## src/pkg/reset_entry_pkg.sv

```systemverilog
// Package with constants and types shared by the reset and clock entry logic.
package reset_entry_pkg;
	localparam int CLK_PERIOD_NS = 8;
	localparam int FAST_POR_DELAY_NS = 1000;
	localparam int STD_POR_DELAY_NS = 100000;
	localparam int FAST_POR_CYCLES = (FAST_POR_DELAY_NS + CLK_PERIOD_NS - 1) / CLK_PERIOD_NS;
	localparam int STD_POR_CYCLES = (STD_POR_DELAY_NS + CLK_PERIOD_NS - 1) / CLK_PERIOD_NS;
	localparam int WARM_HOLD_NS = 800;
	localparam int WARM_HOLD_CYCLES = (WARM_HOLD_NS + CLK_PERIOD_NS - 1) / CLK_PERIOD_NS;
	localparam int SYNC_STAGES = 2;
	localparam int CNT_WIDTH = 24;
	localparam logic [1:0] SYNC_RESET_VALUE = 2'h0;
	typedef enum logic [1:0] {
		ST_COLD = 2'h0,
		ST_POR_WAIT = 2'h1,
		ST_RUN = 2'h3,
		ST_WARM = 2'h2
	} seq_state_type;
endpackage : reset_entry_pkg

```

## src/pkg/reset_sync_if.sv

```systemverilog
// Interface carrying synchronised reset levels between the entry modules.
`timescale 1ns/1ps
interface reset_sync_if;
	logic coldAsync;
	logic warmAsync;
	logic coldSync;
	logic warmSync;
	modport syncer (input coldAsync, input warmAsync, output coldSync, output warmSync);
	modport user (output coldAsync, output warmAsync, input coldSync, input warmSync);
endinterface : reset_sync_if

```

## src/verilog/reset_input_sync.sv

```systemverilog
// Two-stage synchronisers for the external cold and warm reset requests.
`timescale 1ns/1ps
module reset_input_sync
	import reset_entry_pkg::*;
(
	input wire logic ref_clk,
	input wire logic sys_rst,
	reset_sync_if.syncer rs
);
	logic [1:0] coldSync_reg;
	logic [1:0] coldSync_next;
	logic [1:0] warmSync_reg;
	logic [1:0] warmSync_next;

	always_comb begin
		coldSync_next = {coldSync_reg[0], rs.coldAsync};
		warmSync_next = {warmSync_reg[0], rs.warmAsync};
	end

	always_ff @(posedge ref_clk) begin
		if (sys_rst) begin
			coldSync_reg <= SYNC_RESET_VALUE;
			warmSync_reg <= SYNC_RESET_VALUE;
		end else begin
			coldSync_reg <= coldSync_next;
			warmSync_reg <= warmSync_next;
		end
	end

	assign rs.coldSync = coldSync_reg[1];
	assign rs.warmSync = warmSync_reg[1];
endmodule : reset_input_sync

```

## src/verilog/subsystem_reset_clock_entry.sv

```systemverilog
// Cold and warm reset sequencing and PLL reference selection for the subsystem.
`timescale 1ns/1ps
module subsystem_reset_clock_entry
	import reset_entry_pkg::*;
#(
	parameter int STD_DELAY = STD_POR_CYCLES,
	parameter int FAST_DELAY = FAST_POR_CYCLES
) (
	input wire logic ref_clk,
	input wire logic sys_rst,
	input wire logic primaryRefClockIn,
	input wire logic alternateRefClockIn,
	input wire logic coldResetN,
	input wire logic porDelaySelect,
	input wire logic warmResetNIn,
	output logic warmResetNOut,
	output logic warmResetNOe,
	input wire logic swWarmReq,
	input wire logic swColdReq,
	input wire logic fabricWarmReq,
	input wire logic fabricColdReq,
	input wire logic debugWarmReq,
	input wire logic periphUseAlt,
	input wire logic memUseAlt,
	input wire logic periphUsePrimary,
	input wire logic memUsePrimary,
	output logic mainPllRef,
	output logic periphPllRef,
	output logic memPllRef,
	output logic coldResetActive,
	output logic warmResetActive,
	output logic tapResetN
);
	reset_sync_if rs ();

	seq_state_type state_reg;
	seq_state_type state_next;
	logic [CNT_WIDTH-1:0] count_reg;
	logic [CNT_WIDTH-1:0] count_next;
	logic fastSel_reg;
	logic fastSel_next;
	logic drivePin_reg;
	logic drivePin_next;
	logic coldOut_reg;
	logic coldOut_next;
	logic warmOut_reg;
	logic warmOut_next;
	logic [1:0] ownEcho_reg;
	logic [1:0] ownEcho_next;
	logic coldReq;
	logic extWarm;
	logic intWarm;
	logic [CNT_WIDTH-1:0] delayCycles;
	localparam logic [CNT_WIDTH-1:0] WARM_HOLD = CNT_WIDTH'(WARM_HOLD_CYCLES);

	assign rs.coldAsync = ~coldResetN;
	// Pin low means outside warm request.
	assign rs.warmAsync = ~warmResetNIn;

	reset_input_sync u_sync (
		.ref_clk(ref_clk),
		.sys_rst(sys_rst),
		.rs(rs)
	);

	// Internal cold sources merge with the pin.
	assign coldReq = rs.coldSync | swColdReq | fabricColdReq;
	// Debugger warm request joins internal sources.
	assign intWarm = swWarmReq | fabricWarmReq | debugWarmReq;
	// Our own drive reads back as low, so ignore the pin while we pull it.
	// The synchroniser still shows that low for two edges after release,
	// so the echo of our drive is masked as well, or we would re-enter warm reset.
	assign extWarm = rs.warmSync & ~drivePin_reg & ~(|ownEcho_reg);
	// Delay chosen by the sampled strap.
	assign delayCycles = fastSel_reg ? CNT_WIDTH'(FAST_DELAY) : CNT_WIDTH'(STD_DELAY);

	always_comb begin
		state_next = state_reg;
		count_next = count_reg;
		fastSel_next = fastSel_reg;
		drivePin_next = drivePin_reg;
		ownEcho_next = {ownEcho_reg[0], drivePin_reg};
		case (state_reg)
			ST_COLD: begin
				count_next = '0;
				drivePin_next = 1'b0;
				// The strap is caught while cold reset holds, never by the reset itself.
				fastSel_next = porDelaySelect;
				if (!coldReq) begin
					state_next = ST_POR_WAIT;
				end
			end
			ST_POR_WAIT: begin
				if (coldReq) begin
					state_next = ST_COLD;
				end else if (count_reg >= delayCycles - 1'b1) begin
					state_next = ST_RUN;
					count_next = '0;
				end else begin
					count_next = count_reg + 1'b1;
				end
			end
			ST_RUN: begin
				count_next = '0;
				if (coldReq) begin
					state_next = ST_COLD;
				end else if (intWarm) begin
					state_next = ST_WARM;
					drivePin_next = 1'b1;
				end else if (extWarm) begin
					state_next = ST_WARM;
					drivePin_next = 1'b0;
				end
			end
			ST_WARM: begin
				if (coldReq) begin
					state_next = ST_COLD;
				end else if (intWarm || extWarm) begin
					count_next = '0;
					// An inside request during an outside reset drives the pin too.
					if (intWarm) begin
						drivePin_next = 1'b1;
					end
				end else if (count_reg >= WARM_HOLD - 1'b1) begin
					state_next = ST_RUN;
					count_next = '0;
					drivePin_next = 1'b0;
				end else begin
					count_next = count_reg + 1'b1;
				end
			end
			default: begin
				state_next = ST_COLD;
			end
		endcase
		coldOut_next = (state_next == ST_COLD) || (state_next == ST_POR_WAIT);
		warmOut_next = (state_next != ST_RUN);
	end

	always_ff @(posedge ref_clk) begin
		if (sys_rst) begin
			state_reg <= ST_COLD;
			count_reg <= '0;
			fastSel_reg <= 1'b0;
			drivePin_reg <= 1'b0;
			ownEcho_reg <= 2'h0;
			coldOut_reg <= 1'b1;
			warmOut_reg <= 1'b1;
		end else begin
			state_reg <= state_next;
			count_reg <= count_next;
			fastSel_reg <= fastSel_next;
			drivePin_reg <= drivePin_next;
			ownEcho_reg <= ownEcho_next;
			coldOut_reg <= coldOut_next;
			warmOut_reg <= warmOut_next;
		end
	end

	// Output data is always low; only the enable moves, low enable drives.
	assign warmResetNOut = 1'b0;
	assign warmResetNOe = ~drivePin_reg;

	assign coldResetActive = coldOut_reg;
	assign warmResetActive = warmOut_reg;
	// Test port reset through cold reset.
	assign tapResetN = ~coldOut_reg;

	assign mainPllRef = primaryRefClockIn;
	// Alternate clock may feed peripheral and memory PLLs.
	always_comb begin
		periphPllRef = 1'b0;
		memPllRef = 1'b0;
		if (periphUseAlt) begin
			periphPllRef = alternateRefClockIn;
		end else if (periphUsePrimary) begin
			periphPllRef = primaryRefClockIn;
		end
		if (memUseAlt) begin
			memPllRef = alternateRefClockIn;
		end else if (memUsePrimary) begin
			memPllRef = primaryRefClockIn;
		end
	end
endmodule : subsystem_reset_clock_entry
```

## config.mk

```make
export PLATFORM = sky130hd
export DESIGN_NAME = subsystem_reset_clock_entry
export DESIGN_NICKNAME = d
export VERILOG_FILES = /design/src/pkg/reset_entry_pkg.sv /design/src/pkg/reset_sync_if.sv /design/src/verilog/reset_input_sync.sv /design/src/verilog/subsystem_reset_clock_entry.sv
export SDC_FILE = /design/constraint.sdc
export NUM_CORES = 1
export LEC_CHECK = 0
export BUFFER_PORTS_ARGS = -buffer_cell sky130_fd_sc_hd__buf_4
export CORE_MARGIN = 8
export CORE_UTILIZATION = 55
export CTS_BUF_LIST = sky130_fd_sc_hd__clkbuf_8
export DETAILED_ROUTE_END_ITERATION = 12
export PLACE_DENSITY = 0.78
export SYNTH_ARGS = -nofsm -noshare
export SYNTH_HDL_FRONTEND = slang
export SYNTH_SLANG_ARGS = --single-unit
```

## constraint.sdc

```tcl
create_clock -name ref_clk -period 6 [get_ports ref_clk]
set_input_delay 0.3 -clock ref_clk [delete_from_list [all_inputs] [get_ports ref_clk]]
set_output_delay 0.3 -clock ref_clk [all_outputs]
set_load 0.02 [all_outputs]
```

==> metrics.txt <==
Netlist cell types=46; reg2reg end=count_reg[17]; top_reg_cell synth=dfxtp_1; Yosys warning count=0; critical path class=reg -> reg; Syn Area/Cell=8.75 um^2; TritonCTS clock tree=done; Fill cells=283; I/O pin cnt=24; data arrival time of the worst path=2.63 ns; htree depth=2; Final Hold Fails=0; Post-Syn Instances=225; final number of setup-violating endpoints=0; via count=1606; Post-DRT Antenna Nets=0; Reg2Reg Setup Slack=3.51 ns; CTS-repair resized insts=0; Via density=5.54; RSZ-0062 raised after global routing=false; worst reg2reg startpoint=fastSel_reg; Mapped Area=1970 um^2; Synth area leaders=dfxtp_1, ha_1, nor2_1, xor2_1, nand2_1; crit end category=flop; simple logic cell fraction of the synthesized area=27.1%; Post-Syn Nets=255; multiplexer share of the synthesized area=0.508%; ant diodes=0; Post-CTS Setup Bufs=0; Layout area overhead=12.4%; Synth Register Bits=36; cts bufs inserted=5; Worst Max-Slew Pin Slew=0.694 ns; Layout Nets=274; outcome=finished, final reports clean; Final Total Pwr=453 uW; setup TNS=0 ns; largest net degree at the start of global routing=21; xor and xnor fraction of the mapped netlist area=6.67%; Die Span Y=75.8 um; CP startpoint=fastSel_reg; Max-slew headroom=53.7%; biggest area consumer among synthesized cells=dfxtp_1; min cycle time layout=2.49 ns; class of the worst hold path=in -> reg; DR WL/cell=13.0 um; clock sinks=36; Worst path slowest cell=a31o_1; power density over cell area=205 nW/um^2; Row Count=21; first-pass GRT wire length=6460 um; DR pass1 iterations=4; Max-Cap Viols=0; Core Area=3390 um^2; CP delay by family, top=compound AO/OA/AOI/OAI gates; worst path buffer plus inverter count=1; initial antenna violation count=0; Levels on crit path=8; DRC violations left=0; Final period util=41.4%; startpoint class of the critical path=flop; complex-gate fraction of the synthesized area=15.4%; Worst Reg-to-Reg Cells=8; die span in x=75.8 um; Post-CTS Hold Fix Bufs=0; crit path cell chain=inv_1 -> ha_1 -> nand2_1 -> o21ai_0 -> a21oi_1 -> o21ai_0 -> a31o_1 -> nor2_1; total track usage=14.6%; worst skew pair latency=0.29 ns; Max Root-Sink Buffers=2; Starting DRT DRC Count=49; Critical Path Sink=count_reg[17]; clk root buf=clkbuf_8; asr flop ratio synth=0%; Most common cell on crit path=o21ai_0; Initial Util=58.1%; Achievable Freq=402 MHz; share of the synthesized area in the top cell type=36.6%; Max VDD drop=0.122 mV; largest family of logic cells by synthesized area=simple AND/OR/NAND/NOR gates; Clock transition at path regs=0.07 ns; I/O Buffers=22; worst-path maximum fanout=20; fraction of layout cells with a size suffix above 1=15.2%; commonest cells in the netlist=dfxtp_1, nor2_1, nand2_1, ha_1, o21ai_0; die area=5750 um^2; Largest register FFs=24; GPL Wtd Cong=0.788; clock skew=0.00348 ns; most frequent cell after synthesis=dfxtp_1; sequential-to-total area share from yosys stat=36.6%; CP required=6.14 ns; Worst path max stage delay=0.67 ns; vias in the first global route=1507; WL final=3770 um; hpwl dp=2820 um; Slew Viols, Final=0; number of synthesized flops with an enable pin=0; hold_ws=0.157 ns; Synth Area in Adders=8.89%; static leakage=0.000892 uW; total overflow reported by the global router=0
power breakdown:
group	switching, uW	leakage, uW	internal, uW
clock network	81.3	0.0000452	77.1
registers	2.90	0.000291	243
logic	27.7	0.000555	21.3
metrics by stage:
stage | cell area, um^2 | cells | worst slack (ns) | util [%]
floorplan | 1970 | 225 | 3.92 | -
global placement | 2140 | 283 | 3.53 | 63.0
detailed placement | 2140 | 283 | 3.50 | 63.0
CTS | 2210 | 290 | 3.48 | 65.3
global route | 2210 | 290 | 3.22 | 65.3
finish | 2210 | 290 | 3.51 | 65.3
area by class of cell:
type / instances / area [um^2] / share of cell area (%)
clock buffer: 5 / 68.8 / 3.11
clock inverter: 2 / 8.76 / 0.396
inverter: 7 / 26.3 / 1.19
multi-input combinational: 171 / 1160 / 52.3
sequential: 36 / 721 / 32.6
tap: 46 / 57.6 / 2.60
timing repair buffer: 23 / 173 / 7.80
worst min path at each step:
| stage | from | depth (start not counted) | slack [ns] | end |
|---|---|---|---|---|
| floorplan | coldResetN | 1 | 0.37 | u_sync.coldSync_reg[0] |
| global placement | u_sync.warmSync_reg[0] | 1 | 0.42 | u_sync.warmSync_reg[1] |
| finish | coldResetN | 2 | 0.16 | u_sync.coldSync_reg[0] |
| CTS | coldResetN | 2 | 0.15 | u_sync.coldSync_reg[0] |
| detailed placement | u_sync.warmSync_reg[0] | 1 | 0.43 | u_sync.warmSync_reg[1] |
| global route | coldResetN | 2 | 0.15 | u_sync.coldSync_reg[0] |
worst reg2reg max path, stage by stage, from the launching register on:
cell and delay [ns]:
dfxtp_1 0.44, inv_1 0.13, ha_1 0.31, nand2_1 0.05, o21ai_0 0.16, a21oi_1 0.10, o21ai_0 0.34, a31o_1 0.67
nor2_1 0.14
layout by cell type (no fill, tap or decap), types with 2 or more instances in the layout:
master     Yosys  final
a2111oi_4      2      2
a211oi_1       3      3
a21oi_1        5      5
a31oi_1        3      3
and2_1         3      3
and3_1         6      6
and4_1         4      4
buf_4          2     23
clkbuf_8       0      5
dfxtp_1       36     36
ha_1          14     14
inv_1          7      8
nand2_1       19     19
nand3_1        9      9
nand4_1        4      4
nor2_1        29     29
nor2b_1        7      7
nor3_1         5      5
nor3b_1        2      2
nor4_1         3      3
o21a_1         3      3
o21ai_0       13     13
or3_1          2      2
or3_4          2      2
xnor2_1        3      3
xor2_1        12     12
cell families (layout without fill, tap and decap cells):
logic type / Yosys count / after routing
simple gates: 100 / 100
compound gates: 40 / 40
flops: 36 / 36
buf+inv: 18 / 37
xor+xnor: 15 / 15
fa+ha+maj: 14 / 14
other cells: 1 / 1
mux: 1 / 1
metal layers:
| layer | wire length, um | up-vias | GRT usage (%) |
|---|---|---|---|
| met3 | 300 | 7 | 5.00 |
| li1 | - | 827 | - |
| met5 | 0 | - | 0 |
| met2 | 1630 | 31 | 23.5 |
| met4 | 69 | 0 | 7.04 |
| met1 | 1770 | 741 | 16.8 |
Note: power is estimated with default switching activity, not from simulation.
